**src/common/cicr_pkg.sv**
```systemverilog
// Package for the component input control register bank
package cicr_pkg;
  // Register offsets
  localparam logic [7:0] ADDR_PORT_CLK = 8'h23;
  localparam logic [7:0] ADDR_CH3_GAIN = 8'h24;
  localparam logic [7:0] ADDR_CH4_GAIN = 8'h25;
  localparam logic [7:0] ADDR_SW_CTRL = 8'h29;
  // Field positions in the analog port and clock control register
  localparam int BIT_OUT_SEL2 = 7;
  localparam int BIT_PORT_OE = 6;
  localparam int BIT_CLK_SEL = 5;
  localparam int BIT_REF_SEL = 4;
  localparam int BIT_SRC_RST_EN = 2;
  localparam int BIT_CH4_MSB = 1;
  localparam int BIT_CH3_MSB = 0;
  // Field positions in the delay and switch control register
  localparam int BIT_SW_EN = 7;
  localparam int BIT_SW_POL = 6;
  localparam int BIT_DLY_HI = 5;
  localparam int BIT_DLY_LO = 4;
  // Writable bit masks; other bits read as zero
  localparam logic [7:0] MASK_PORT_CLK = 8'hF7;
  localparam logic [7:0] MASK_SW_CTRL = 8'hF0;
  // Reset values
  localparam logic [7:0] RST_PORT_CLK = 8'h00;
  localparam logic [7:0] RST_CH3_GAIN = 8'h90;
  localparam logic [7:0] RST_CH4_GAIN = 8'h90;
  localparam logic [7:0] RST_SW_CTRL = 8'h00;
  // Pixel switch delay codes
  localparam logic [1:0] DLY_ZERO = 2'h0;
  localparam logic [1:0] DLY_PLUS1 = 2'h1;
  localparam logic [1:0] DLY_MINUS2 = 2'h2;
  localparam logic [1:0] DLY_MINUS1 = 2'h3;
  // Switch delay line length; zero-delay tap at SW_PIPE-2 is the base point for plus and minus shifts
  localparam int SW_PIPE = 4;

  // Register bus request
  typedef struct packed {
    logic wrStrobe;
    logic rdStrobe;
    logic [7:0] addr;
    logic [7:0] wrData;
  } cicr_req_t;

  // Decoded configuration
  typedef struct packed {
    logic outSelBit2;
    logic portOutEnable;
    logic clockSelect;
    logic refSelect;
    logic srcResetEnable;
    logic [8:0] ch3Gain;
    logic [8:0] ch4Gain;
    logic switchEnable;
    logic switchPolarity;
    logic [1:0] switchDelay;
  } cicr_cfg_t;
endpackage : cicr_pkg

```
**src/design/cicr_sync.sv**
```systemverilog
// Two flip-flop synchroniser for one level
`timescale 1ns/100ps
module cicr_sync (
  // Clock and reset
  input wire logic clock,
  input wire logic arst_n,
  // Data
  input wire logic asyncIn,
  output logic syncOut
);
  typedef struct packed {
    logic stage1;
    logic stage2;
  } cicr_sync_t;

  cicr_sync_t state_reg;
  cicr_sync_t state_next;

  always_comb begin
    state_next.stage1 = asyncIn;
    state_next.stage2 = state_reg.stage1;
  end

  always_ff @(posedge clock or negedge arst_n) begin
    if (!arst_n) begin
      state_reg <= '0;
    end else begin
      state_reg <= state_next;
    end
  end

  assign syncOut = state_reg.stage2;
endmodule : cicr_sync

```
**src/design/cicr_regs.sv**
```systemverilog
// Component input control registers and pixel fast switch
`timescale 1ns/100ps
////////////////////////////////////////////////////////////////////////////////
// Summary of operation
// Port enable bit 0 releases raw converter port; 1 drives it.
// Clock select 0 picks line-locked clock; 1 picks external clock pin.
// Reference select 0 defers to clamp mode bit; 1 selects reference.
// When enabled, any edge on source switch input resets gain loop.
// Channel 3 gain: msb at 23h bit 0, low byte at 24h.
// Channel 4 gain: msb at 23h bit 1, low byte at 25h.
// Switch enable 1 selects composite or component per pixel.
// Host enables pixel switching only for sources synchronous to composite.
// Polarity 0: low input picks composite; polarity 1 inverts mapping.
// Delay code: 00 none, 01 plus one, 10 minus two, 11 minus one.
// Switch disabled: polarity bit is the static source selection.
// Switch input sampled once per pixel clock after delay; drives mux.
module cicr_regs (
  // Clock and reset
  input wire logic clock,
  input wire logic arst_n,
  // Register access
  input wire cicr_pkg::cicr_req_t regReq,
  output logic [7:0] rdData,
  // Front end inputs
  input wire logic clampModeBit,
  input wire logic sourceSwitchIndicatorIn,
  input wire logic pixelSwitchInput,
  input wire logic [7:0] rawConverterData,
  // Front end outputs
  output cicr_pkg::cicr_cfg_t cfg,
  output logic [7:0] rawPortOut,
  output logic rawPortOe,
  output logic useExternalClock,
  output logic clampFollowsMode,
  output logic gainLoopReset,
  output logic selectComponent
);
  typedef struct packed {
    logic [7:0] portClk;
    logic [7:0] ch3Low;
    logic [7:0] ch4Low;
    logic [7:0] swCtrl;
    logic [7:0] rdData;
    logic srcPrev;
    logic [cicr_pkg::SW_PIPE-1:0] swPipe;
    logic [7:0] rawOut;
    logic rawOe;
    logic extClk;
    logic clampMode;
    logic gainReset;
    logic selComp;
  } cicr_state_t;

  cicr_state_t state_reg;
  cicr_state_t state_next;
  logic srcSync;
  logic swSync;
  logic delayedSw;

  ////////////////////////////////////////////////////////////////////////////
  // Input synchronisers
  cicr_sync u_src_sync (
    .clock(clock),
    .arst_n(arst_n),
    .asyncIn(sourceSwitchIndicatorIn),
    .syncOut(srcSync)
  );

  cicr_sync u_sw_sync (
    .clock(clock),
    .arst_n(arst_n),
    .asyncIn(pixelSwitchInput),
    .syncOut(swSync)
  );

  ////////////////////////////////////////////////////////////////////////////
  // Next state
  always_comb begin
    state_next = state_reg;
    if (regReq.wrStrobe) begin
      if (regReq.addr == cicr_pkg::ADDR_PORT_CLK) begin
        state_next.portClk = regReq.wrData & cicr_pkg::MASK_PORT_CLK;
      end else if (regReq.addr == cicr_pkg::ADDR_CH3_GAIN) begin
        state_next.ch3Low = regReq.wrData;
      end else if (regReq.addr == cicr_pkg::ADDR_CH4_GAIN) begin
        state_next.ch4Low = regReq.wrData;
      end else if (regReq.addr == cicr_pkg::ADDR_SW_CTRL) begin
        state_next.swCtrl = regReq.wrData & cicr_pkg::MASK_SW_CTRL;
      end
    end
    if (regReq.rdStrobe) begin
      if (regReq.addr == cicr_pkg::ADDR_PORT_CLK) begin
        state_next.rdData = state_reg.portClk;
      end else if (regReq.addr == cicr_pkg::ADDR_CH3_GAIN) begin
        state_next.rdData = state_reg.ch3Low;
      end else if (regReq.addr == cicr_pkg::ADDR_CH4_GAIN) begin
        state_next.rdData = state_reg.ch4Low;
      end else if (regReq.addr == cicr_pkg::ADDR_SW_CTRL) begin
        state_next.rdData = state_reg.swCtrl;
      end else begin
        state_next.rdData = 8'h00;
      end
    end
    // Port drive
    state_next.rawOe = state_reg.portClk[cicr_pkg::BIT_PORT_OE];
    state_next.rawOut = rawConverterData;
    state_next.extClk = state_reg.portClk[cicr_pkg::BIT_CLK_SEL];
    state_next.clampMode = !state_reg.portClk[cicr_pkg::BIT_REF_SEL] && clampModeBit;
    // Edge on the indicator resets the gain loop for one cycle
    state_next.srcPrev = srcSync;
    state_next.gainReset = state_reg.portClk[cicr_pkg::BIT_SRC_RST_EN]
                           && (srcSync != state_reg.srcPrev);
    // Switch delay line, one stage per pixel clock
    state_next.swPipe = {state_reg.swPipe[cicr_pkg::SW_PIPE-2:0], swSync};
    if (state_reg.swCtrl[cicr_pkg::BIT_SW_EN]) begin
      state_next.selComp = delayedSw ^ state_reg.swCtrl[cicr_pkg::BIT_SW_POL];
    end else begin
      state_next.selComp = state_reg.swCtrl[cicr_pkg::BIT_SW_POL];
    end
  end

  // Delay tap: more pipeline means switch arrives later than component
  always_comb begin
    case (state_reg.swCtrl[cicr_pkg::BIT_DLY_HI:cicr_pkg::BIT_DLY_LO])
      cicr_pkg::DLY_PLUS1: delayedSw = state_reg.swPipe[cicr_pkg::SW_PIPE - 1];
      cicr_pkg::DLY_MINUS2: delayedSw = state_reg.swPipe[cicr_pkg::SW_PIPE - 4];
      cicr_pkg::DLY_MINUS1: delayedSw = state_reg.swPipe[cicr_pkg::SW_PIPE - 3];
      default: delayedSw = state_reg.swPipe[cicr_pkg::SW_PIPE - 2];
    endcase
  end

  always_ff @(posedge clock or negedge arst_n) begin
    if (!arst_n) begin
      state_reg <= '0;
      state_reg.portClk <= cicr_pkg::RST_PORT_CLK;
      state_reg.ch3Low <= cicr_pkg::RST_CH3_GAIN;
      state_reg.ch4Low <= cicr_pkg::RST_CH4_GAIN;
      state_reg.swCtrl <= cicr_pkg::RST_SW_CTRL;
    end else begin
      state_reg <= state_next;
    end
  end

  ////////////////////////////////////////////////////////////////////////////
  // Outputs
  assign rdData = state_reg.rdData;
  assign cfg.outSelBit2 = state_reg.portClk[cicr_pkg::BIT_OUT_SEL2];
  assign cfg.portOutEnable = state_reg.portClk[cicr_pkg::BIT_PORT_OE];
  assign cfg.clockSelect = state_reg.portClk[cicr_pkg::BIT_CLK_SEL];
  assign cfg.refSelect = state_reg.portClk[cicr_pkg::BIT_REF_SEL];
  assign cfg.srcResetEnable = state_reg.portClk[cicr_pkg::BIT_SRC_RST_EN];
  assign cfg.ch3Gain = {state_reg.portClk[cicr_pkg::BIT_CH3_MSB], state_reg.ch3Low};
  assign cfg.ch4Gain = {state_reg.portClk[cicr_pkg::BIT_CH4_MSB], state_reg.ch4Low};
  assign cfg.switchEnable = state_reg.swCtrl[cicr_pkg::BIT_SW_EN];
  assign cfg.switchPolarity = state_reg.swCtrl[cicr_pkg::BIT_SW_POL];
  assign cfg.switchDelay = state_reg.swCtrl[cicr_pkg::BIT_DLY_HI:cicr_pkg::BIT_DLY_LO];
  assign rawPortOut = state_reg.rawOut;
  assign rawPortOe = state_reg.rawOe;
  assign useExternalClock = state_reg.extClk;
  assign clampFollowsMode = state_reg.clampMode;
  assign gainLoopReset = state_reg.gainReset;
  assign selectComponent = state_reg.selComp;
endmodule : cicr_regs

```
**config.mk**
```make
export PLATFORM = sky130hd
export DESIGN_NAME = cicr_regs
export DESIGN_NICKNAME = d
export VERILOG_FILES = /design/src/common/cicr_pkg.sv /design/src/design/cicr_sync.sv /design/src/design/cicr_regs.sv
export SDC_FILE = /design/constraint.sdc
export NUM_CORES = 1
export LEC_CHECK = 0
export ABC_AREA = 1
export BUFFER_PORTS_ARGS = -buffer_cell sky130_fd_sc_hd__buf_2
export CAP_MARGIN = 10
export CORE_ASPECT_RATIO = 1.2
export CORE_MARGIN = 1
export CORE_UTILIZATION = 35
export DETAILED_ROUTE_END_ITERATION = 10
export HOLD_SLACK_MARGIN = 0.05
export PLACE_DENSITY = 0.7
export SLEW_MARGIN = 15
export SYNTH_ARGS = -nofsm -noshare
export SYNTH_HDL_FRONTEND = slang
export SYNTH_SLANG_ARGS = --single-unit
```
**constraint.sdc**
```tcl
create_clock -name clock -period 0.8 [get_ports clock]
set_input_delay 0.04 -clock clock [delete_from_list [all_inputs] [get_ports clock]]
set_output_delay 0.04 -clock clock [all_outputs]
set_load 0.005 [all_outputs]
```
==> metrics, run 1 <==
status=finished with violations; violated checks=setup timing; most frequent cells in the layout=57 x buf_2, 56 x buf_6, 51 x dfrtp_1; drt total wl=just under 8000 um; worst path cell trace=buf_6, buf_6; CTS H-tree depth=3; nets@finish=442; Clock Skew=around 0.010 ns; slowest CP cell=dfstp_2; Post-Synthesis Cells=278; Net Count, Synth=approximately 300; CTS Buf Count=9; routed len/inst=~15 um; FP Rows=35; Rel. slew slack=between 70% and 80%; commonest non-fill, non-tap cell in the layout=buf_2; hold slack=between 0.1 and 0.15 ns; cell taking the most area after synthesis=dfrtp_1; Max Freq=911 MHz; fin crit share=137%; setup TNS=-7.92 ns; # DRC=0; IO Pins=between 70 and 80; CTS tree=built; Setup WS post-layout=-0.298 ns; largest net degree at the start of global routing=58; Worst EP required=roughly 0.76 ns; CP Launch Type=flip-flop; CP most frequent cell=buf_6; share of layout cells above drive strength 1=between 50 and 60%; Final Hold Viols=0; total gr overflow=0; Vias=between 2k and 2.5k; GRT Util Overall=17.9%; global-route wire length before repair=11,300 um; routability congestion estimate=~0.8; Critical Path AT=around 1.1 ns; dpl cells=between 400 and 500; P&R area growth vs syn=58.6%; Ys Warns=0; ANT nets after route=0; Iteration-0 DRC Markers=133; leakage=roughly 2.2 nW; power per cell area=~1600 mW/mm^2; worst-margin pin slew=0.305 ns; total die area=about 0.0082 mm^2; Final Setup Violations=70; DP Wirelength=around 4300 um; max reg flops=27; Core Util, Final=roughly 57%; area of the mapped netlist=0.00275 mm^2; TritonRoute pass-1 iters=4; Mean Syn Cell Area=9.91 um^2; initial core utilization=about 36%; sequential area share after synthesis=between 50% and 60%; die width=83.0 um; core area=roughly 0.0077 mm^2; # Max-Cap Violations=0; unrepaired setup endpoints after global routing=yes; CP endpoint kind=output pin; top cell type's share of synthesized area=between 40% and 50%; Setup CP Type=reg2out; root buf cell=clkbuf_8; Die Y=about 99 um; I/O Buffers=between 70 and 80; synth unique cells=28; Yosys reg bits=between 50 and 60; Worst VDD drop=~1.0 mV; clk buf depth=2; Max Slew Vio Count=0; # clock sinks=57; Clk Latency, worst-skew pair=0.34 ns; Period minus WS final=1.10 ns; max incr delay on CP=0.55 ns; vias in the first global route=approximately 2.3k; DR vias/cell=approximately 4.6; initial antenna violation count=1; CTS clk-pin slew, worst paths=about 0.06 ns; antenna diode count=0; Post-Layout Cell Count=slightly above 500; Max FO, Critical Path=2; top post-synthesis cells by area=dfrtp_1 48%, buf_4 12%, nand2_1 8.3%, o21ai_2 4.8%, dfstp_2 3.8%; type of the tightest min-delay check=in2reg
## worst paths after layout
path,cells past startpoint,slack [ns],startpoint,end
min in group asynchronous,3,0.25,arst_n,state_next[14]
max,2,-0.30,cfg[11],cfg[11]
max in group asynchronous,3,0.25,arst_n,cfg[20]
min,3,0.10,regReq[17],cfg[20]
min reg2reg,0,0.35,u_sw_sync.state_next[0],u_sw_sync.syncOut
max reg2reg,5,-0.27,cfg[0],selectComponent
## layer usage
metal	part of all wire, %	wire length [um]	GRT usage [%]
met1	37	2870	19.3
met2	56	4310	32.7
met5	0.13	10	0
met3	5.2	404	5.48
met4	1.8	137	6.90
## power by group
| group | internal, mW | switching, mW |
|---|---|---|
| Clock | 1.53 | 1.09 |
| Sequential | 3.03 | 0.0893 |
| Combinational | 0.614 | 0.463 |
| Total | 5.18 | 1.64 |
## stage by stage
stage | cell area (um^2) | total power, mW | worst slack, ns
floorplan | 2800 | 3.53 | -0.127
global placement | 3160 | 3.81 | -0.390
detailed placement | 3160 | 3.82 | -0.434
CTS | 4100 | 6.75 | -0.300
global route | 4370 | 7.08 | -0.333
finish | 4370 | 6.82 | -0.298
## Yosys cell counts, drive strengths merged
cell	n
xnor2	1
dfstp	4
o21ai	28
a21oi	2
nand3	22
nand4	3
inv	25
buf	48
dfrtp	53
clkinv	1
nand2	74
clkbuf	1
o21a	7
nor2	9
## worst max-delay path, delay by kind of cell, from the launching register on
family                 cells  cell delay [ns]
buffers and inverters      2             0.18
flip-flops                 1             0.55
## repair_timing
action	CTS	global route
hold endpoints to repair	92	0
pin swaps	26	22
setup endpoints to repair	72	84
setup buffers	29	16
resized for setup	72	51
hold buffers	21	0
cloned	2	1
## kinds of logic (layout without fill, tap and decap cells)
kind of cell	Yosys count	count (layout)	share of synthesized area, %
xor+xnor	1	1	0.318
buf+inv	75	211	17.8
flops	57	57	52.0
simple gates	108	110	20.5
compound gates	37	37	9.40
## cell type report
type,count,area [um^2]
fillers,625,3300
repair buffers,169,1450
flip-flops and latches,57,1430
multi-input cells,148,1050
clock buffers,15,156
inverters,26,135
well taps,92,115
clock inverters,1,30.0
Note: power is estimated with default switching activity, not from simulation.
==> run 2, diff against run 1 <==
BUFFER_PORTS_ARGS = unset   (was -buffer_cell sky130_fd_sc_hd__buf_2)
DONT_BUFFER_PORTS = 1   (was unset)
PLACE_DENSITY = 0.61   (was 0.7)
==> run 2 against run 1 <==
  * Clock skew decreased by 0.0057 ns
  * Global-route usage decreased by 1.4 points
  * The flow finishes with violations (hold timing, setup timing)
  * Cell count decreased by 16%
  * Sequential power about the same
  * Non-clock buffer count decreased by 79
  * Cell area decreased by 13%
  * Register-to-register slack improved by 0.05 ns
  * Sequential share of layout area increased by 5.0 points
  * Clock power decreased by 6%
  * Die area unchanged
==> metrics, run 2 (synthesis gave the netlist of run 1 again) <==
Period minus WS final=1.03 ns (-0.0715 ns); Final Hold Viols=65 (+65); total gr overflow=0 (unchanged); die width=83.0 um (unchanged); antenna diode count=0 (unchanged); GR Util met1=17.6% (-1.7 points); initial core utilization=35.9% (unchanged); global-route wire length before repair=10,400 um (-7.9%); pre-CTS WS=-0.289 ns (+0.145 ns); max reg flops=27 (unchanged); routability congestion estimate=0.789 (-0.83%); worst path cell trace=buf_6, buf_6; number of cells on the worst reg-to-reg path=5 (unchanged); drt total wl=6270 um (-19%); Clock Skew=0.00471 ns (-0.00570 ns); CTS Buf Count=9 (unchanged); clk buf depth=2 (unchanged); Worst R2R End=selectComponent; Rel. slew slack=76.1% (-3.6 points); DR vias/cell=4.63 (+0.55%); GRT Util Overall=16.5% (-1.4 points); CTS tree=built; power per cell area=1680 mW/mm^2 (+7.5%); fin crit share=128% (-8.9 points); Tot Pwr=6.35 mW (-6.8%); hold slack=-0.609 ns (-0.712 ns); root buf cell=clkbuf_8; R2R Setup Slk=-0.22 ns (+0.05 ns); type of the tightest min-delay check=in2async; # Max-Cap Violations=0 (unchanged); Clk Latency, worst-skew pair=0.34 ns (about the same); most frequent cells in the layout=52 x dfrtp_1, 51 x buf_6, 43 x nand2_1; CP most frequent cell=buf_6; Max FO, Critical Path=2 (unchanged); met3 Use GR=6.22% (+0.75 points); setup TNS=-5.42 ns (+2.50 ns); share of layout cells above drive strength 1=50.3% (-9.3 points); Setup WS post-layout=-0.227 ns (+0.0715 ns); TritonRoute pass-1 iters=6 (+2); CP Launch Type=flip-flop; worst flop-to-flop path startpoint=cfg[0]; CP top delay family=flip-flops; leakage=1.90 nW (-16%); busiest grt layer=met2; # DRC=0 (unchanged); Max Slew Vio Count=0 (unchanged); IO Pins=79 (unchanged); Iteration-0 DRC Markers=111 (-17%); largest net degree at the start of global routing=58 (unchanged); Final Setup Violations=43 (-39%); nets@finish=361 (-18%); Worst VDD drop=0.804 mV (-22%); Setup CP Type=reg2out; routed len/inst=14.7 um (-3.2%); max incr delay on CP=0.42 ns (-0.13 ns); Post-Layout Cell Count=426 (-16%); Worst EP required=0.76 ns (about the same); worst-margin pin slew=0.358 ns (+0.0536 ns); status=finished with violations; P&R area growth vs syn=37.5%; dpl cells=364 (-15%); I/O Buffers=0 (-100%); hold-fix buffers at CTS=20 (-4.8%); core area=0.00766 mm^2 (unchanged); CTS clk-pin slew, worst paths=0.06 ns (about the same); CP endpoint kind=output pin; Die Y=99.2 um (unchanged); DP Wirelength=4090 um (-5.2%); Core Util, Final=49.4% (-7.6 points); Worst Path Buf+Inv=2 (unchanged); commonest non-fill, non-tap cell in the layout=dfrtp_1; ANT nets after route=0 (unchanged); # clock sinks=57 (unchanged); unrepaired setup endpoints after global routing=yes; total die area=0.00823 mm^2 (unchanged); Max Freq=974 MHz (+7.0%); violated checks=hold timing, setup timing; initial antenna violation count=0 (-1); vias in the first global route=2,144 (-8.0%); GR met2 Demand/Resource=27.9% (-4.9 points); Vias=1,974 (-16%); slowest CP cell=dfrtp_1; CTS H-tree depth=3 (unchanged); FP Rows=35 (unchanged); Critical Path AT=0.99 ns (-0.07 ns)
-- run 2: cell type report --
cell class	count	area (um^2)
Sequential cell	57	1430
Fill cell	658	3880
Inverter	26	128
Tap cell	92	115
Timing Repair Buffer	90	945
Clock buffer	12	165
Multi-Input combinational cell	146	986
Clock inverter	3	15.0
-- run 2: how the worst max path moves through the flow --
stage,startpoint,endpoint,slack [ns],cells past startpoint
final,cfg[3],cfg[3],-0.23,2
after global routing,cfg[1],selectComponent,-0.27,5
after CTS,cfg[11],cfg[11],-0.23,1
after detailed placement,regReq[15],cfg[15],-0.29,8
after global placement,regReq[15],cfg[15],-0.27,8
after floorplan,regReq[15],cfg[24],-0.13,10
-- run 2: repair_timing --
action | 4_1_cts | 5_1_grt
gates resized for setup | 70 | 31
endpoints found under the setup margin | 43 | 60
pin swaps | 26 | 20
setup buffers | 17 | 12
endpoints found under the hold margin | 103 | 75
gates cloned | 0 | 0
-- run 2: stage by stage --
step | hold WS, ns | area, um^2
global placement | -0.255 | 2850
CTS | -0.629 | 3590
floorplan | -0.256 | 2800
detailed placement | -0.255 | 2850
finish | -0.609 | 3790
global route | -0.630 | 3790
-- run 2: routing by layer --
metal	routed length [um]	part of all wire [%]	up-vias
met3	422	6.7	16
met1	2360	38	959
met4	161	2.6	0
met5	0	0	-
met2	3330	53	52
li1	-	-	947
-- run 2: report_power, final --
group	switching, mW	internal, mW
logic	0.301	0.454
registers	0.103	3.03
clock network	1.12	1.34
total	1.53	4.83
